$ cat src/common/dmac_params.svh
// Purpose: constants of the DMA address and configuration block
// Assumes: register index times four gives the byte address
// Notes: Behaviour list below
// Behaviour
// - Increment address by width in bytes
// - Constant bit forces zero increment
// - Length width parameter, 1 to 32 bits
// - Length spans slaves, wider override allowed
// - Optional bursts capped by maximum burst size
// - Data FIFO depth is a parameter
// - FIFO built from flops or memory
// - Each transfer width above byte enabled at build; byte always available
// - Transfer unit sets access width and step
// - Receive streaming reads one fixed address
// - Transmit streaming writes one fixed address
// - FIFO depth two; writes follow FIFO data
// - Length decrements per write, stops at zero
// - Done on end-of-packet or length complete
`ifndef DMAC_PARAMS_SVH
`define DMAC_PARAMS_SVH
// Register indices; byte address is index times four
`define DMAC_IDX_STATUS 4'h0
`define DMAC_IDX_RDADDR 4'h1
`define DMAC_IDX_WRADDR 4'h2
`define DMAC_IDX_LENGTH 4'h3
`define DMAC_IDX_CONTROL 4'h6
`define DMAC_IDX_MASK 4'h8
// Status bits
`define DMAC_ST_DONE 0
`define DMAC_ST_BUSY 1
`define DMAC_ST_REOP 2
`define DMAC_ST_WEOP 3
`define DMAC_ST_LEN 4
// Control bits
`define DMAC_CT_BYTE 0
`define DMAC_CT_HALF 1
`define DMAC_CT_WORD 2
`define DMAC_CT_GO 3
`define DMAC_CT_IEN 4
`define DMAC_CT_REEN 5
`define DMAC_CT_WEEN 6
`define DMAC_CT_LEEN 7
`define DMAC_CT_READ_CONSTANT_ADDRESS 8
`define DMAC_CT_WRITE_CONSTANT_ADDRESS 9
`define DMAC_CT_DWORD 10
`define DMAC_CT_QWORD 11
`define DMAC_CT_SWRST 12
`define DMAC_CTRL_W 13
`define DMAC_CTRL_RST 13'h0000
`define DMAC_MASK_RST 5'h00
// Address steps in bytes
`define DMAC_STEP_BYTE 5'h01
`define DMAC_STEP_HALF 5'h02
`define DMAC_STEP_WORD 5'h04
`define DMAC_STEP_DWORD 5'h08
`define DMAC_STEP_QWORD 5'h10
// Build defaults
`define DMAC_FIFO_DEPTH 2
`define DMAC_LEN_MIN_W 13
`define DMAC_ALLOWED 5'h1F
`define DMAC_MAX_BURST 16
`endif

$ cat src/common/dmac_pkg.sv
// Purpose: types of the DMA address and configuration block
// Assumes: constants live in dmac_params.svh
// Notes: none
package dmac_pkg;
	typedef enum logic [1:0] {DMAC_IDLE, DMAC_RUN} dmac_state_t;
	typedef logic [4:0] dmac_step_t;
	typedef logic [2:0] dmac_size_t;
endpackage : dmac_pkg

$ cat src/verilog/dmac_fifo.sv
// Purpose: data FIFO between read and write sides
// Assumes: one clock, synchronous flush
// Notes: both storage styles give the same data whenever out_valid is set
`timescale 1ns/1ps
module dmac_fifo #(
	parameter int WIDTH = 32,
	parameter int DEPTH = 2,
	parameter bit USE_MEM = 1'b0
) (
	input wire logic clk,
	input wire logic rst_n,
	input wire logic flush,
	input wire logic in_valid,
	output logic in_ready,
	input wire logic [WIDTH-1:0] in_data,
	output logic out_valid,
	input wire logic out_ready,
	output logic [WIDTH-1:0] out_data
);
	localparam int AW = (DEPTH > 1) ? $clog2(DEPTH) : 1;
	logic [WIDTH-1:0] store [DEPTH];
	logic [AW-1:0] wp;
	logic [AW-1:0] rp;
	logic [AW:0] count;
	logic push;
	logic pop;

	assign in_ready = (count != (AW+1)'(DEPTH));
	assign out_valid = (count != '0);
	assign push = in_valid & in_ready;
	assign pop = out_valid & out_ready;
	assign out_data = store[rp];

	always_ff @(posedge clk or negedge rst_n) begin
		if (!rst_n) begin
			wp <= '0;
			rp <= '0;
			count <= '0;
		end else if (flush) begin
			wp <= '0;
			rp <= '0;
			count <= '0;
		end else begin
			if (push)
				wp <= (wp == AW'(DEPTH-1)) ? '0 : wp + 1'b1;
			if (pop)
				rp <= (rp == AW'(DEPTH-1)) ? '0 : rp + 1'b1;
			count <= count + (AW+1)'(push) - (AW+1)'(pop);
		end
	end

	generate
		if (USE_MEM) begin : g_mem
			// Memory style: no reset on storage, like block RAM
			always_ff @(posedge clk) begin
				if (push)
					store[wp] <= in_data;
			end
		end else begin : g_reg
			always_ff @(posedge clk or negedge rst_n) begin
				if (!rst_n) begin
					for (int i = 0; i < DEPTH; i++)
						store[i] <= '0;
				end else if (push) begin
					store[wp] <= in_data;
				end
			end
		end
	endgenerate
endmodule : dmac_fifo

$ cat src/verilog/dmac_top.sv
// Purpose: DMA engine address generation, config and register slave
// Assumes: read and write masters answer with a same-clock ack
// Notes: registers reached over AHB-Lite, reads take one wait state
`timescale 1ns/1ps
`include "dmac_params.svh"
module dmac_top #(
	parameter int DATA_W = 32,
	parameter int ADDR_W = 32,
	// minimum length width, 1 to 32
	parameter int LEN_MIN_W = `DMAC_LEN_MIN_W,
	parameter int FIFO_DEPTH = `DMAC_FIFO_DEPTH,
	parameter bit FIFO_USE_MEM = 1'b0,
	// enabled widths, bit 1 halfword up to bit 4 quadword; bit 0 unused, byte always on
	parameter logic [4:0] ALLOWED = `DMAC_ALLOWED,
	parameter bit BURST_EN = 1'b0,
	parameter int MAX_BURST = `DMAC_MAX_BURST,
	parameter int BCNT_W = 8
) (
	input wire logic CLK_SYS,
	input wire logic NRST,
	input wire logic HSEL,
	input wire logic [31:0] HADDR,
	input wire logic [1:0] HTRANS,
	input wire logic HWRITE,
	input wire logic [2:0] HSIZE,
	input wire logic [31:0] HWDATA,
	input wire logic HREADY,
	output logic [31:0] HRDATA,
	output logic HREADYOUT,
	output logic HRESP,
	output logic IRQ,
	output logic RD_REQ,
	output logic [ADDR_W-1:0] RD_ADDR,
	output logic [2:0] RD_SIZE,
	output logic [BCNT_W-1:0] RD_BURSTCOUNT,
	input wire logic RD_ACK,
	input wire logic [DATA_W-1:0] RD_DATA,
	input wire logic RD_EOP,
	output logic WR_REQ,
	output logic [ADDR_W-1:0] WR_ADDR,
	output logic [2:0] WR_SIZE,
	output logic [BCNT_W-1:0] WR_BURSTCOUNT,
	output logic [DATA_W-1:0] WR_DATA,
	input wire logic WR_ACK,
	input wire logic WR_EOP
);
	// length spans the address range unless widened
	localparam int LEN_W = (LEN_MIN_W > ADDR_W) ? LEN_MIN_W : ADDR_W;

	logic rst_meta, rst_n, a_valid, a_write, a_map, rd_wait;
	logic [3:0] a_idx;
	logic [`DMAC_CTRL_W-1:0] ctrl;
	logic [ADDR_W-1:0] rd_start, wr_start;
	logic [4:0] mask;
	logic [3:0] sticky, sticky_set;
	dmac_pkg::dmac_state_t state;
	logic busy, rd_stop, go, wr_len, soft_rst;
	logic [LEN_W-1:0] len_cnt, rd_left;
	logic [BCNT_W-1:0] burst;
	logic [2:0] size;
	dmac_pkg::dmac_step_t step, rd_inc, wr_inc;
	logic push, pop, f_ready, f_valid;
	logic [DATA_W-1:0] f_data;
	logic wr_done, len_zero, weop_end, reop_end, finish;

	// pick the widest selected width that is enabled
	// selection sets step for both masters
	function automatic dmac_pkg::dmac_step_t step_of(
		input logic [`DMAC_CTRL_W-1:0] c);
		if (c[`DMAC_CT_QWORD] && ALLOWED[4])
			return `DMAC_STEP_QWORD;
		else if (c[`DMAC_CT_DWORD] && ALLOWED[3])
			return `DMAC_STEP_DWORD;
		else if (c[`DMAC_CT_WORD] && ALLOWED[2])
			return `DMAC_STEP_WORD;
		else if (c[`DMAC_CT_HALF] && ALLOWED[1])
			return `DMAC_STEP_HALF;
		else
			return `DMAC_STEP_BYTE;
	endfunction : step_of

	function automatic dmac_pkg::dmac_size_t size_of(
		input dmac_pkg::dmac_step_t s);
		case (s)
			`DMAC_STEP_QWORD: return 3'h4;
			`DMAC_STEP_DWORD: return 3'h3;
			`DMAC_STEP_WORD: return 3'h2;
			`DMAC_STEP_HALF: return 3'h1;
			default: return 3'h0;
		endcase
	endfunction : size_of

	function automatic logic [LEN_W-1:0] dec_len(
		input logic [LEN_W-1:0] v, input dmac_pkg::dmac_step_t s);
		return (v > LEN_W'(s)) ? v - LEN_W'(s) : '0;
	endfunction : dec_len

	// Two-flop reset release; asynchronous assertion
	always_ff @(posedge CLK_SYS or negedge NRST) begin
		if (!NRST) begin
			rst_meta <= 1'b0;
			rst_n <= 1'b0;
		end else begin
			rst_meta <= 1'b1;
			rst_n <= rst_meta;
		end
	end

	// Bus address phase capture
	always_ff @(posedge CLK_SYS or negedge rst_n) begin
		if (!rst_n) begin
			a_valid <= 1'b0;
			a_write <= 1'b0;
			a_idx <= 4'h0;
			a_map <= 1'b0;
		end else if (HREADY) begin
			a_valid <= HSEL & HTRANS[1];
			a_write <= HWRITE;
			a_idx <= HADDR[5:2];
			a_map <= (HADDR[31:6] == 26'h0000000);
		end
	end

	// Reads get one wait state so a write just before is seen
	always_ff @(posedge CLK_SYS or negedge rst_n) begin
		if (!rst_n) begin
			HREADYOUT <= 1'b1;
			HRESP <= 1'b0;
			rd_wait <= 1'b0;
			HRDATA <= 32'h00000000;
		end else begin
			HRESP <= 1'b0;
			rd_wait <= 1'b0;
			HREADYOUT <= 1'b1;
			if (HREADY && HSEL && HTRANS[1] && !HWRITE) begin
				HREADYOUT <= 1'b0;
				rd_wait <= 1'b1;
			end
			if (rd_wait) begin
				HRDATA <= 32'h00000000;
				if (a_map) begin
					case (a_idx)
						`DMAC_IDX_STATUS:
							HRDATA <= {27'h0000000, sticky[3],
								sticky[2], sticky[1], busy, sticky[0]};
						`DMAC_IDX_RDADDR:
							HRDATA <= 32'(rd_start);
						`DMAC_IDX_WRADDR:
							HRDATA <= 32'(wr_start);
						`DMAC_IDX_LENGTH:
							HRDATA <= 32'(len_cnt);
						`DMAC_IDX_CONTROL:
							HRDATA <= 32'(ctrl);
						`DMAC_IDX_MASK:
							HRDATA <= 32'(mask);
						default:
							HRDATA <= 32'h00000000;
					endcase
				end
			end
		end
	end

	function automatic logic wr_hit(input logic [3:0] idx);
		return a_valid & a_write & a_map & (a_idx == idx);
	endfunction : wr_hit

	assign go = wr_hit(`DMAC_IDX_CONTROL) & HWDATA[`DMAC_CT_GO] &
		!busy;
	assign wr_len = wr_hit(`DMAC_IDX_LENGTH) & !busy;
	assign soft_rst = wr_hit(`DMAC_IDX_CONTROL) & HWDATA[`DMAC_CT_SWRST];

	// Configuration registers
	always_ff @(posedge CLK_SYS or negedge rst_n) begin
		if (!rst_n) begin
			ctrl <= `DMAC_CTRL_RST;
			rd_start <= '0;
			wr_start <= '0;
			mask <= `DMAC_MASK_RST;
		end else begin
			if (wr_hit(`DMAC_IDX_CONTROL))
				ctrl <= HWDATA[`DMAC_CTRL_W-1:0] &
					~(`DMAC_CTRL_W'(1) << `DMAC_CT_SWRST);
			// host aligns addresses; low bits kept as written
			if (wr_hit(`DMAC_IDX_RDADDR) && !busy)
				rd_start <= HWDATA[ADDR_W-1:0];
			if (wr_hit(`DMAC_IDX_WRADDR) && !busy)
				wr_start <= HWDATA[ADDR_W-1:0];
			if (wr_hit(`DMAC_IDX_MASK))
				mask <= HWDATA[4:0];
		end
	end

	assign step = step_of(ctrl);
	// receive streaming holds the read address
	assign rd_inc = ctrl[`DMAC_CT_READ_CONSTANT_ADDRESS] ? 5'h00 : step;
	// transmit streaming holds the write address
	assign wr_inc = ctrl[`DMAC_CT_WRITE_CONSTANT_ADDRESS] ? 5'h00 : step;

	assign push = RD_REQ & RD_ACK;
	// write side starts from FIFO data only
	assign pop = (state == dmac_pkg::DMAC_RUN) & f_valid & !WR_REQ;
	assign wr_done = WR_REQ & WR_ACK;
	assign len_zero = wr_done & (dec_len(len_cnt, step) == '0);
	assign weop_end = wr_done & WR_EOP & ctrl[`DMAC_CT_WEEN];
	assign reop_end = (state == dmac_pkg::DMAC_RUN) & rd_stop &
		!RD_REQ & !WR_REQ & !f_valid;
	assign finish = (state == dmac_pkg::DMAC_RUN) &
		(len_zero | weop_end | reop_end | (len_cnt == '0));

	dmac_fifo #(
		.WIDTH(DATA_W),
		.DEPTH(FIFO_DEPTH),
		.USE_MEM(FIFO_USE_MEM)
	) u_fifo (
		.clk(CLK_SYS),
		.rst_n(rst_n),
		.flush(soft_rst | go),
		.in_valid(push),
		.in_ready(f_ready),
		.in_data(RD_DATA),
		.out_valid(f_valid),
		.out_ready(pop),
		.out_data(f_data)
	);

	// Transaction state and busy
	always_ff @(posedge CLK_SYS or negedge rst_n) begin
		if (!rst_n) begin
			state <= dmac_pkg::DMAC_IDLE;
			busy <= 1'b0;
			size <= 3'h0;
			burst <= '0;
		end else if (soft_rst) begin
			state <= dmac_pkg::DMAC_IDLE;
			busy <= 1'b0;
		end else begin
			case (state)
				dmac_pkg::DMAC_IDLE: begin
					if (go) begin
						state <= dmac_pkg::DMAC_RUN;
						busy <= 1'b1;
						size <= size_of(step_of(
							HWDATA[`DMAC_CTRL_W-1:0]));
						if (!BURST_EN)
							burst <= BCNT_W'(1);
						else if ((len_cnt >> size_of(step_of(
							HWDATA[`DMAC_CTRL_W-1:0]))) >
							LEN_W'(MAX_BURST))
							burst <= BCNT_W'(MAX_BURST);
						else
							burst <= BCNT_W'(len_cnt >> size_of(
								step_of(HWDATA[`DMAC_CTRL_W-1:0])));
					end
				end
				dmac_pkg::DMAC_RUN: begin
					if (finish) begin
						state <= dmac_pkg::DMAC_IDLE;
						busy <= 1'b0;
					end
				end
				default: begin
					state <= dmac_pkg::DMAC_IDLE;
					busy <= 1'b0;
				end
			endcase
		end
	end

	// Read master
	always_ff @(posedge CLK_SYS or negedge rst_n) begin
		if (!rst_n) begin
			RD_REQ <= 1'b0;
			RD_ADDR <= '0;
			rd_left <= '0;
			rd_stop <= 1'b0;
		end else if (soft_rst || finish) begin
			RD_REQ <= 1'b0;
			rd_stop <= 1'b0;
			// an ack landing at the end still steps
			if (push)
				RD_ADDR <= RD_ADDR + ADDR_W'(rd_inc);
		end else if (go) begin
			RD_ADDR <= rd_start;
			rd_left <= len_cnt;
			rd_stop <= 1'b0;
		end else if (state == dmac_pkg::DMAC_RUN) begin
			// step only once the read is acknowledged
			if (push) begin
				RD_REQ <= 1'b0;
				RD_ADDR <= RD_ADDR + ADDR_W'(rd_inc);
				rd_left <= dec_len(rd_left, step);
				if (RD_EOP && ctrl[`DMAC_CT_REEN])
					rd_stop <= 1'b1;
			end else if (!RD_REQ && rd_left != '0 && !rd_stop &&
				f_ready) begin
				// One access in flight keeps FIFO room guaranteed
				RD_REQ <= 1'b1;
			end
		end
	end

	// Write master and length count
	always_ff @(posedge CLK_SYS or negedge rst_n) begin
		if (!rst_n) begin
			WR_REQ <= 1'b0;
			WR_ADDR <= '0;
			WR_DATA <= '0;
			len_cnt <= '0;
		end else if (soft_rst) begin
			WR_REQ <= 1'b0;
		end else if (wr_len) begin
			len_cnt <= HWDATA[LEN_W-1:0];
		end else if (go) begin
			WR_ADDR <= wr_start;
		end else begin
			if (pop) begin
				WR_REQ <= 1'b1;
				WR_DATA <= f_data;
			end
			// step only once the write is acknowledged
			if (wr_done) begin
				WR_REQ <= 1'b0;
				WR_ADDR <= WR_ADDR + ADDR_W'(wr_inc);
				len_cnt <= dec_len(len_cnt, step);
			end
		end
	end

	assign sticky_set = {len_zero, weop_end, reop_end, finish};

	// Sticky status, write one clears, set wins
	always_ff @(posedge CLK_SYS or negedge rst_n) begin
		if (!rst_n) begin
			sticky <= 4'h0;
		end else if (wr_hit(`DMAC_IDX_STATUS)) begin
			sticky <= sticky_set | (sticky & ~{HWDATA[`DMAC_ST_LEN],
				HWDATA[`DMAC_ST_WEOP], HWDATA[`DMAC_ST_REOP],
				HWDATA[`DMAC_ST_DONE]});
		end else begin
			sticky <= sticky | sticky_set;
		end
	end

	always_ff @(posedge CLK_SYS or negedge rst_n) begin
		if (!rst_n)
			IRQ <= 1'b0;
		else
			IRQ <= |({sticky[3], sticky[2], sticky[1], 1'b0,
				sticky[0]} & mask);
	end

	assign RD_SIZE = size;
	assign WR_SIZE = size;
	assign RD_BURSTCOUNT = burst;
	assign WR_BURSTCOUNT = burst;
endmodule : dmac_top
$ cat config.mk
export PLATFORM = sky130hd
export DESIGN_NAME = dmac_top
export DESIGN_NICKNAME = d
export VERILOG_FILES = /design/src/common/dmac_pkg.sv /design/src/verilog/dmac_fifo.sv /design/src/verilog/dmac_top.sv
export VERILOG_INCLUDE_DIRS = /design/src /design/src/common
export SDC_FILE = /design/constraint.sdc
export NUM_CORES = 1
export LEC_CHECK = 0
export ABC_CLOCK_PERIOD_IN_PS = 25200
export BUFFER_PORTS_ARGS = -buffer_cell sky130_fd_sc_hd__buf_2
export CORE_UTILIZATION = 35
export CTS_BUF_LIST = sky130_fd_sc_hd__clkbuf_8
export CTS_CLUSTER_SIZE = 12
export DETAILED_ROUTE_END_ITERATION = 12
export GPL_ROUTABILITY_DRIVEN = 0
export PLACE_DENSITY = 0.54
export SYNTH_ARGS = -nofsm -noshare
export SYNTH_HDL_FRONTEND = slang
export SYNTH_SLANG_ARGS = --single-unit
$ cat constraint.sdc
create_clock -name CLK_SYS -period 25.2 [get_ports CLK_SYS]
set_input_delay 5.04 -clock CLK_SYS [delete_from_list [all_inputs] [get_ports CLK_SYS]]
set_output_delay 5.04 -clock CLK_SYS [all_outputs]
set_load 0.005 [all_outputs]
# Word-level counts from Yosys, hierarchy flattened
# Index checks and enable logic that the tools add are counted.
dict set report totals {
  regBits 367
  latch_bits 0
  ram_bits 0
  romBits 0
  inputBits 110
  output_inout_bits 155
  memories 0
}
dict set report op_classes {
  addsub 8
  multipliers 0
  div 0
  n_lt_le_gt_ge 5
  n_eq_ne 17
  shifts 0
  mux 69
  n_bitwise 42
  n_reduce_logical 46
}
# cell n
set ops {}
lappend ops {{32-bit 2-to-1 mux} 19}
lappend ops {{32-bit case mux with 6 select lines} 1}
lappend ops {{32-bit by 5-bit adder with 32-bit output} 2}
lappend ops {{64-bit bitwise mux} 1}
lappend ops {{32-bit by 5-bit greater-than comparator with 1-bit output} 2}
lappend ops {{32-bit zero test} 2}
lappend ops {{32-bit by 5-bit subtractor with 32-bit output} 2}
lappend ops {{5-bit 2-to-1 mux} 7}
lappend ops {{32-bit demux with 1-bit select} 1}
lappend ops {{32-bit nonzero test} 1}
lappend ops {{1-bit bitwise AND} 27}
lappend ops {{26-bit zero test} 1}
lappend ops {{1-bit 2-to-1 mux} 26}
lappend ops {{3-bit AND reduction} 7}
lappend ops {{2-bit nonzero test} 8}
lappend ops {{3-bit nonzero test} 5}
lappend ops {{2-bit 2-to-1 mux} 6}
lappend ops {{4-bit 2-to-1 mux} 3}
lappend ops {{3-bit case mux with 4 select lines} 1}
lappend ops {{1-bit logical AND} 10}
lappend ops {{4-bit by 2-bit equality test with 1-bit output (second input constant)} 2}
lappend ops {{2-bit by 1-bit != test with 1-bit output (second input constant)} 4}
lappend ops {{4-bit bitwise OR} 2}
lappend ops {{1-bit zero test} 6}
lappend ops {{30 further kinds} 41}

# Logic depth before layout (Yosys ltp)
# Gate-level depths: netlist of run 1.
dict set report logic_depth {
  depth_word 15
  depth_mapped 17
  ltp_nobuf 16
}

# Hierarchy
# Synthesis of run 1 repeated with hierarchy kept, for this count alone.
dict set report unflattened {
  hier_cells 1925
  area_unflattened_um2 19677.6
}
# mod instances cells_per_inst area_each_um2 seq_area_each_um2
set by_module_without_submodules {}
lappend by_module_without_submodules {dmac_top 1 1730 16363.2 7433.4}
lappend by_module_without_submodules {dmac_fifo 1 195 3314.4 1701.6}

# Worst setup path after synthesis of run 1
# Ideal clock, no wire load.
dict set report synth_timing {
  path_kind {input port to flip-flop}
  from {in RD_ACK}
  to {reg RD_ADDR[26]}
  setup_time_ps 99
  arrival_ps 6971
  setup_slack_ps 18130
  cell_stages 9
  cell_sequence {and2_1 > clkbuf_1 > o211a_1 > nand3_1 > or2_2 > nor3_1 > clkbuf_1 > a211oi_1 > a311oi_1}
}
dict set report synth_between {
  elab_chain_cells 5
}
# item line_no
set synth_rtl {}
lappend synth_rtl {{start, declared} dmac_top.sv:36} ;# input wire logic RD_ACK,
lappend synth_rtl {{1-bit bitwise AND (*)} dmac_top.sv:200} ;# assign push = RD_REQ & RD_ACK;
lappend synth_rtl {{32-bit 2-to-1 mux (*)} -}
lappend synth_rtl {{32-bit 2-to-1 mux (2 in series)} -}
lappend synth_rtl {{32-bit 2-to-1 mux (*)} -}
lappend synth_rtl {{end signal, assigned} dmac_top.sv:282} ;# RD_ADDR <= RD_ADDR + ADDR_W'(rd_inc);
lappend synth_rtl {{end signal, assigned} dmac_top.sv:284} ;# RD_ADDR <= rd_start;
lappend synth_rtl {{end signal, assigned} dmac_top.sv:291} ;# RD_ADDR <= RD_ADDR + ADDR_W'(rd_inc);
lappend synth_rtl {{end, declared} dmac_top.sv:33} ;# output logic [ADDR_W-1:0] RD_ADDR,
# Every way passes the cells marked *; elsewhere a longest branch is shown, timed or not. The select of a mux whose other input is x is not followed.
# A chain may end at the register's enable or synchronous reset.

# Worst setup path after layout of run 1
dict set report layout_timing {
  from {in WR_ACK}
  to {reg rd_left[17]}
}
dict set report layout_between {
  elab_chain_cells 10
  elab_cells_between_ends 11
  cone_classes {bitwise: 9; reduce/logical: 2}
}
# item line_no
set layout_rtl {}
lappend layout_rtl {{start, declared} dmac_top.sv:44} ;# input wire logic WR_ACK,
lappend layout_rtl {{1-bit bitwise AND (*)} dmac_top.sv:203} ;# assign wr_done = WR_REQ & WR_ACK;
lappend layout_rtl {{1-bit bitwise AND (2 in series)} dmac_top.sv:205} ;# assign weop_end = wr_done & WR_EOP & ctrl[`DMAC_CT_WEEN];
lappend layout_rtl {{1-bit bitwise OR (*) (3 in series)} dmac_top.sv:209} ;# (len_zero | weop_end | reop_end | (len_cnt == '0));
lappend layout_rtl {{1-bit bitwise AND (*)} dmac_top.sv:208} ;# assign finish = (state == dmac_pkg::DMAC_RUN) &
lappend layout_rtl {{1-bit logical OR (*)} dmac_top.sv:277} ;# end else if (soft_rst || finish) begin
lappend layout_rtl {{1-bit NOT (no line) (*)} -}
lappend layout_rtl {{3-bit AND reduction (no line) (*)} -}
lappend layout_rtl {{end signal, assigned} dmac_top.sv:285} ;# rd_left <= len_cnt;
lappend layout_rtl {{end signal, assigned} dmac_top.sv:292} ;# rd_left <= dec_len(rd_left, step);
lappend layout_rtl {{end, declared} dmac_top.sv:58} ;# logic [LEN_W-1:0] len_cnt, rd_left;
# Every way passes the cells marked *; elsewhere a longest branch is shown, timed or not.

==> results of run 1 <==
## routing by layer
| layer | routed length, µm | vias up | share of wire | global-route usage |
|---|---|---|---|---|
| li1 | - | 7548 | - | - |
| met1 | 26780 | 8184 | 0.42 | 0.2978 |
| met2 | 30050 | 615 | 0.47 | 0.3679 |
| met3 | 5356 | 109 | 0.083 | 0.06015 |
| met4 | 2021 | 0 | 0.031 | 0.09388 |
| met5 | 0 | - | 0 | 0 |
## registers in the layout, summed over array words and instances, names as in the netlist, 5 cells and up
| register | cells |
|---|---|
| HRDATA | 32 |
| mask | 5 |
| WR_ADDR | 32 |
| u_fifo.store | 64 |
| ctrl | 12 |
| RD_ADDR | 32 |
| len_cnt | 32 |
| wr_start | 32 |
| WR_DATA | 32 |
| rd_left | 32 |
| rd_start | 32 |
## worst max-delay path: cells and delay by family
kind | cells | cell delay, ps
mux | 1 | 330
simple gates | 6 | 1690
buf+inv | 1 | 120
compound gates | 2 | 870
## cell usage after synthesis, types with 12 or more instances
library cell  number
dfrtp_1          364
mux2_2           167
nor2_1           154
o21ai_0          149
nand2_1          138
a21oi_1          121
clkbuf_1          90
inv_1             76
o22ai_1           68
nand3_1           60
nor3_1            54
a22oi_1           46
mux2i_1           40
ha_1              23
and3_1            22
buf_4             22
nor4_1            22
a211oi_1          21
o211ai_1          21
xnor2_1           18
buf_1             14
or3_1             14
a221oi_1          12
a311oi_1          12
o21ai_1           12
## cells by family after synthesis
group / after synthesis
other: 2
AO/OA/AOI/OAI: 555
multiplexers: 208
AND/OR/NAND/NOR: 546
buffers and inverters: 210
flip-flops: 365
XOR/XNOR: 25
adder cells (fa/ha/maj): 27
## stage by stage
step,power [mW],util
3_3_place_gp,0.9857,0.3887
4_1_cts,1.607,0.4152
5_1_grt,1.670,0.4152
2_1_floorplan,0.8982,-
3_5_place_dp,0.9957,0.3887
6_report,1.589,0.4153
## cell type report
type,instances,area [µm²]
multi-input combinational,1377,9185
antenna,1,2.502
fill,5252,31470
clock inverter,31,227.7
tap,696,870.8
inverter,76,285.3
clock buffer,87,1197
sequential,365,9140
timing repair buffer,271,1439
## path summary, 6_finish.rpt
| check | slack, ps | to | depth (start not counted) |
|---|---|---|---|
| setup / recovery | 17670 | rd_left[17]$_DFFE_PN0P_ | 10 |
| hold / removal | 350 | rst_n$_DFF_PN0_ | 0 |
| setup reg to reg | 20120 | rd_left[17]$_DFFE_PN0P_ | 13 |
| hold reg to reg | 350 | rst_n$_DFF_PN0_ | 0 |
| max in group asynchronous | 20900 | rst_n$_DFF_PN0_ | 1 |
| min in group asynchronous | 430 | a_idx[0]$_DFFE_PN0P_ | 0 |
## power breakdown
| group | switching, mW | internal [mW] | total (mW) |
|---|---|---|---|
| Clock | 0.262 | 0.341 | 0.603 |
| Combinational | 0.143 | 0.120 | 0.263 |
| Sequential | 0.0661 | 0.657 | 0.723 |
==> results_dict.tcl, run 1 <==
set metrics [dict create \
    outcome "finished clean" \
    yosysSeqAreaShare 0.4784 \
    drt_iter0_drc 1095 \
    detail_route.wirelength_um 64210 \
    final_period_minus_worst_setup_slack_ps 7530 \
    layout.cells.most_common_list "dfrtp_1 (362), buf_2 (243), mux2_2 (167), nor2_1 (153), o21ai_0 (149)" \
    main_combinational_cell_family_by_area_after_synthesis "compound AO/OA/AOI/OAI gates" \
    cts_hold_repair.buffers 0 \
    unrepaired_setup_endpoints_after_global_routing "no" \
    clkLatencyLatePin_ps 650 \
    ctsHtreeMaxLevel 3 \
    viasPerCell 5.667 \
    postSynthAreaPerCell_um2 9.852 \
    floorplan.initialDensity 0.3548 \
    tritoncts "built" \
    cts_buffers 67 \
    vertical_die_dimension_um 235.6 \
    timing.final.ws_setup_ps 17670 \
    port_buffer_cells 243 \
    vdd_ir_max_mv 0.04683 \
    ys_warn_count 0 \
    synth_edf_count 0 \
    timing_hold_violations_final 0 \
    grt_overflow 0 \
    post_synth_inst_count 1938 \
    critPathLaunchType "input port" \
    grt_pass1_vias 16395 \
    detailedPlace.worstSlack_ps 17060 \
    synth-seq-cells 365 \
    timing.critical_path.cells "buf_2 -> and2_1 -> nand4b_1 -> nor3_1 -> nand4_1 -> or4_4 -> o21a_4 -> a31oi_4 -> nor2_2 -> mux2_4" \
    synth_top_area_share 0.4771 \
    hold_ws_ps 352.1 \
    cts_root_buffer "clkbuf_8" \
    core_area_um2 53810 \
    mappedNetlistArea_um2 19090 \
    grt_start_max_net_pins 149 \
    fp.dieW_um 235.6 \
    min-delay-start "rst_meta$_DFF_PN0_" \
    worst_slew_margin_rel 0.2031 \
    netlist_top_cells_area "dfrtp_1 (48%), mux2_2 (9.8%), o21ai_0 (3.9%)" \
    post_synth_top_area_cell "dfrtp_1" \
    dr_total_vias 16456 \
    max_slew_violation_count 0 \
    worstHoldPathType "reg2reg" \
    totalNegativeSetupSlack_ps 0 \
    timing.setup.critical_path_class "in2reg" \
    timing.final.setup_violations 0 \
    delay_of_the_slowest_cell_on_the_worst_path_ps 600 \
    dp.cells 2785 \
    wire_length_of_the_first_global_routing_pass_um 99510 \
    place_area_um2 20920 \
    final-instance-count-excl-fill 2904 \
    cts_num_sinks 365 \
    fin_nets 2295 \
    critical_path_peak_fanout 22 \
    power.density_nw_per_um2 71.10 \
    cts.path.max_buffers 3 \
    die_area_um2 55490 \
    drc 0 \
    postCtsSetupRepairBufs 0 \
    power.static_leakage_nw 10.60 \
    cts.clk_slew.worst_paths_ps 60 \
    max_clock_freq_mhz 132.8 \
    critPathSlowestCell "a31oi_4" \
    rows 85 \
    fin_worst_skew_ps 34.56 \
    drt_pre_antenna_iters 7 \
    timing.critical_path.required_ps 25730 \
    final_antenna_net_count 0 \
    crit-reg2reg-launch "ctrl[11]$_DFFE_PN0P_" \
    post_cts_resized 0 \
    synth_async_sr_flop_share 1.000 \
    worst-slew-pin-transition_ps 1192 \
    worstSetupStartpoint "WR_ACK" \
    synthAdderAreaFrac 0.01927 \
    synth_simple_gate_area_frac 0.1387 \
    compound_gate_fraction_of_synth_area 0.1851 \
    synthMuxAreaShare 0.1202 \
    final_area_um2 22350 \
    post_route_cells_drive_above_1_share 0.2642 \
    post-route-period-util 0.2988 \
    wire_per_inst_um 22.11 \
    crit_path_end_kind "flop" \
    gr-usage-all-layers 0.2309 \
    data_arrival_time_of_the_critical_path_ps 8060 \
    layout_commonest_cell "dfrtp_1" \
    number_of_antenna_violations_at_the_first_check_in_global_routing 0 \
    synth_xor_xnor_area_share 0.01147 \
    postSynth.topFlopCell "dfrtp_1" \
    ys_types 87 \
    max-cap-violations 0 \
    place.detailed.hpwl_um 45850 \
    synthToLayoutAreaGrowth_pct 17.04 \
    design.portCount 265 \
]
No activity file was read; power rests on OpenSTA's default activity.
==> run 2, diff against run 1 <==
ABC_CLOCK_PERIOD_IN_PS = 7410   (was 25200)
clock period = 7.41 ns   (was 25.2 ns; I/O delays follow)
==> results_dict.tcl, run 2 (synthesis results as in run 1) <==
set metrics [dict create \
    outcome "finished clean" \
    rows 85 \
    power.static_leakage_nw 10.56 \
    wire_length_of_the_first_global_routing_pass_um 99180 \
    max_clock_freq_mhz 200.0 \
    grt_overflow 0 \
    dp.cells 2784 \
    max-cap-violations 0 \
    data_arrival_time_of_the_critical_path_ps 5530 \
    post-route-period-util 0.6746 \
    drt_pre_antenna_iters 6 \
    cts_root_buffer "clkbuf_8" \
    finish.utilization 0.4140 \
    layout_commonest_cell "dfrtp_1" \
    fp.dieW_um 235.6 \
    drt_iter0_drc 1175 \
    power.density_nw_per_um2 240.0 \
    unrepaired_setup_endpoints_after_global_routing "no" \
    totalPowerFinal_mw 5.346 \
    synthToLayoutAreaGrowth_pct 16.68 \
    final_antenna_net_count 0 \
    cts_hold_repair.buffers 0 \
    place.detailed.hpwl_um 45650 \
    worst_slew_margin_rel 0.2526 \
    grt_pass1_vias 16481 \
    cts.path.max_buffers 3 \
    crit_path_end_kind "flop" \
    dr_total_vias 16358 \
    largest_register_ff_count 64 \
    totalNegativeSetupSlack_ps 0 \
    critPathLaunchType "flop" \
    timing.final.ws_setup_ps 2411 \
    total_inserted_antenna_cells 0 \
    drc 0 \
    ctsHtreeMaxLevel 3 \
    floorplan.initialDensity 0.3548 \
    worstHoldPathType "reg2reg" \
    max_slew_violation_count 0 \
    gr-usage-all-layers 0.2297 \
    cts_buffers 67 \
    die_area_um2 55490 \
    detail_route.wirelength_um 64400 \
    clkLatencyLatePin_ps 650 \
    vdd_ir_max_mv 0.1743 \
    post_route_cells_drive_above_1_share 0.2628 \
    design.portCount 265 \
    regMostFlops "u_fifo.store" \
    wire_per_inst_um 22.21 \
    port_buffer_cells 243 \
    viasPerCell 5.643 \
    tritoncts "built" \
    worst-slew-pin-transition_ps 1121 \
    critical_path_peak_fanout 22 \
    core_area_um2 53810 \
    detailedPlace.worstSlack_ps 2555 \
    fin_nets 2294 \
    timing.setup.critical_path_class "reg2reg" \
    cts.clk_slew.worst_paths_ps 60 \
    postCtsSetupRepairBufs 0 \
    number_of_antenna_violations_at_the_first_check_in_global_routing 1 \
    post_cts_resized 0 \
    timing.final.setup_violations 0 \
    layout.cells.most_common_list "dfrtp_1 (362), buf_2 (243), mux2_2 (167), nor2_1 (152), o21ai_0 (149)" \
    grt_start_max_net_pins 168 \
    vertical_die_dimension_um 235.6 \
    timing.critical_path.required_ps 7940 \
    cts_num_sinks 365 \
    timing_hold_violations_final 0 \
    ff2ff_setup_slack_ps 2410 \
    final-instance-count-excl-fill 2899 \
    final_period_minus_worst_setup_slack_ps 4999 \
    fin_worst_skew_ps 28.98 \
]
-- run 2: cell types whose count changed in the layout (fill, tap and decap cells not counted) --
cell	delta
nor2_2	+1
clkbuf_8	+1
nor2_1	-1
bufinv_16	-2
nor2b_2	-1
inv_6	+1
clkinv_2	-2
inv_8	-1
buf_4	-1
nor2b_1	+1
diode_2	-1
-- run 2: metrics by stage --
step           area [µm²]  hold slack (ps)
5_1_grt             22280            375.2
3_5_place_dp        20910            347.2
6_report            22280            357.0
2_1_floorplan       19150            331.1
4_1_cts             22280            361.4
3_3_place_gp        20910            337.8
-- run 2: layer usage --
layer,up-vias,track usage,routed length (µm)
li1,7540,-,-
met1,8123,0.2948,27240
met2,588,0.3685,30070
met3,105,0.06391,5230
met4,2,0.08497,1847
met5,-,0,17
-- run 2: path summary, 6_finish.rpt --
check | end | depth (start not counted) | start
worst max-delay path | rd_left[17]$_DFFE_PN0P_ | 10 | len_cnt[24]$_DFFE_PN0P_
worst min-delay path | rst_n$_DFF_PN0_ | 0 | rst_meta$_DFF_PN0_
worst max register to register | rd_left[17]$_DFFE_PN0P_ | 10 | len_cnt[24]$_DFFE_PN0P_
worst min register to register | rst_n$_DFF_PN0_ | 0 | rst_meta$_DFF_PN0_
max in group asynchronous | len_cnt[5]$_DFFE_PN0P_ | 1 | rst_n$_DFF_PN0_
min in group asynchronous | u_fifo.store[59]$_DFFE_PN0P_ | 0 | rst_n$_DFF_PN0_
-- run 2: final cells by class --
cell class,instances,area [µm²]
clock buffers,88,1211
multi-input cells,1377,9185
repair buffers,270,1431
fillers,5341,31540
clock inverters,27,155.1
flip-flops and latches,365,9140
inverters,76,285.3
well taps,696,870.8
-- run 2: critical path, stage by stage (launching register included) --
cell and delay [ps]:
dfrtp_1 530, nor4_1 730, nand2b_1 290, nor4_1 930, o21ai_0 200, nor2_1 710, a21oi_2 150, o21a_4 200
a31oi_4 610, nor2_2 190, mux2_4 340
-- run 2: report_power, final --
part	switching, mW	leakage [nW]	internal [mW]
clock network	0.895	0.761	1.10
logic	0.486	4.96	0.408
registers	0.228	4.84	2.23
total	1.61	10.6	3.74
==> run 3, diff against run 2 <==
ABC_CLOCK_PERIOD_IN_PS = 4900   (was 7410)
clock period = 4.9 ns   (was 7.41 ns; I/O delays follow)
==> results_dict.tcl, run 3 (synthesis results as in run 1) <==
set metrics [dict create \
    ctsHtreeMaxLevel 3 \
    tritoncts "built" \
    core_area_um2 53810 \
    totalNegativeSetupSlack_ps 0 \
    port_buffer_cells 243 \
    place.detailed.hpwl_um 46870 \
    drt_pre_antenna_iters 5 \
    ff2ff_setup_slack_ps 330 \
    data_arrival_time_of_the_critical_path_ps 5150 \
    max-cap-violations 0 \
    detail_route.wirelength_um 64840 \
    number_of_antenna_violations_at_the_first_check_in_global_routing 1 \
    post_cts_resized 0 \
    worst_slew_margin_rel 0.1839 \
    max_slew_violation_count 0 \
    wire_per_inst_um 22.12 \
    design.portCount 265 \
    worst-slew-pin-transition_ps 1220 \
    vertical_die_dimension_um 235.6 \
    cts_hold_repair.buffers 0 \
    rows 85 \
    worstHoldPathType "in2async" \
    max_clock_freq_mhz 219.0 \
    grt_pass1_vias 16663 \
    gr-usage-all-layers 0.2333 \
    cts_num_sinks 365 \
    viasPerCell 5.649 \
    postCtsSetupRepairBufs 0 \
    power.share.switching 0.3007 \
    crit_path_end_kind "flop" \
    unrepaired_setup_endpoints_after_global_routing "no" \
    grt_start_max_net_pins 111 \
    timing_hold_violations_final 0 \
    seqPwrFrac 0.454 \
    outcome "finished clean" \
    dr_total_vias 16558 \
    floorplan.initialDensity 0.3548 \
    post_route_cells_drive_above_1_share 0.2702 \
    final_period_minus_worst_setup_slack_ps 4566 \
    fin_nets 2320 \
    drt_iter0_drc 1116 \
    finish.utilization 0.4183 \
    area.sequential_um2 9140 \
    fin_worst_skew_ps 37.76 \
    cts.path.max_buffers 3 \
    net_switching_component_of_the_power_mw 2.448 \
    total_inserted_antenna_cells 0 \
    fp.dieW_um 235.6 \
    drc 0 \
    cell_internal_pwr_mw 5.691 \
    n_fill_cell 5301 \
    totalPowerFinal_mw 8.139 \
    timing.final.setup_violations 0 \
    grt_overflow 0 \
    timing.setup.critical_path_class "reg2reg" \
    clock_power_share 0.374 \
    power.static_leakage_nw 10.72 \
    timing.critical_path.required_ps 5480 \
    largest_register_ff_count 64 \
    final_antenna_net_count 0 \
    cts.clk_slew.worst_paths_ps 60 \
    combinational_share_of_power 0.172 \
    wire_length_of_the_first_global_routing_pass_um 100400 \
    clkLatencyLatePin_ps 650 \
    cts_buffers 68 \
    regMostFlops "u_fifo.store" \
    layout_commonest_cell "dfrtp_1" \
    post-route-period-util 0.9318 \
    vdd_ir_max_mv 0.2307 \
    layout.cells.most_common_list "dfrtp_1 (362), buf_2 (243), mux2_2 (167), nor2_1 (153), o21ai_0 (149)" \
    critical_path_peak_fanout 12 \
    cts_root_buffer "clkbuf_8" \
    power.density_nw_per_um2 361.6 \
    critPathLaunchType "flop" \
    multi_input_comb_area_um2 9183 \
    die_area_um2 55490 \
    synthToLayoutAreaGrowth_pct 17.90 \
]
==> run 3: cell count changes in the layout (fill, tap and decap cells not counted), moves of 2 or more <==
cell      previous run  this run
clkbuf_8            88        86
buf_4               26        50
clkinv_2             5         7
inv_1               92        98
==> run 3: metrics by stage <==
step                      setup slack, ps  hold slack [ps]  std cells  instance area [µm²]
after floorplan                      1206            331.2       1952                19150
after global placement              550.9            188.7       2809                21110
after global routing                65.39            92.80       2931                22510
final                               334.0            131.9       2931                22510
after detailed placement            453.9            189.5       2809                21110
after CTS                           426.8            69.29       2931                22510
==> run 3: layout make-up <==
class                      count  area share
multi-input combinational   1377      0.4079
sequential                   365      0.4060
timing repair buffer         295     0.07248
clock buffer                  86     0.05258
tap                          696     0.03869
inverter                      76     0.01267
clock inverter                36    0.009616
==> run 3: path summary, 6_finish.rpt <==
kind / endpoint / depth (start not counted) / startpoint
min in group CLK_SYS: rst_n$_DFF_PN0_ / 0 / rst_meta$_DFF_PN0_
hold reg to reg: ctrl[7]$_DFFE_PN0P_ / 0 / rst_n$_DFF_PN0_
setup / recovery: rd_left[29]$_DFFE_PN0P_ / 15 / ctrl[10]$_DFFE_PN0P_
hold / removal: rst_n$_DFF_PN0_ / 1 / NRST
setup reg to reg: rd_left[29]$_DFFE_PN0P_ / 15 / ctrl[10]$_DFFE_PN0P_
max in group asynchronous: rd_left[12]$_DFFE_PN0P_ / 1 / rst_n$_DFF_PN0_
==> run 3: worst max-delay path, stage by stage (launching register included) <==
cell	delay [ps]
dfrtp_1	420
nor3_1	250
nand2b_1	200
inv_1	170
ha_1	250
fa_1	260
nand4b_1	180
o211ai_2	260
nor4_4	440
nand2_1	150
o311a_1	380
a21oi_2	200
o21a_4	210
nand3_1	400
or4_1	650
nand3_1	90
==> run 3: power by group through the flow <==
stage	logic, mW	registers [mW]	clock network, mW
final	1.40	3.69	3.05
after global routing	1.54	3.74	3.27
after CTS	1.40	3.69	3.14
after detailed placement	1.40	3.74	0
after floorplan	0.950	3.67	0
after global placement	1.36	3.72	0
==> run 3: layer usage <==
metal,share of wire,GRT usage,vias up
met1,0.42,0.3038,8253
met5,0.00017,0,-
met4,0.031,0.08932,2
met3,0.079,0.05828,122
met2,0.47,0.3728,599
li1,-,-,7582
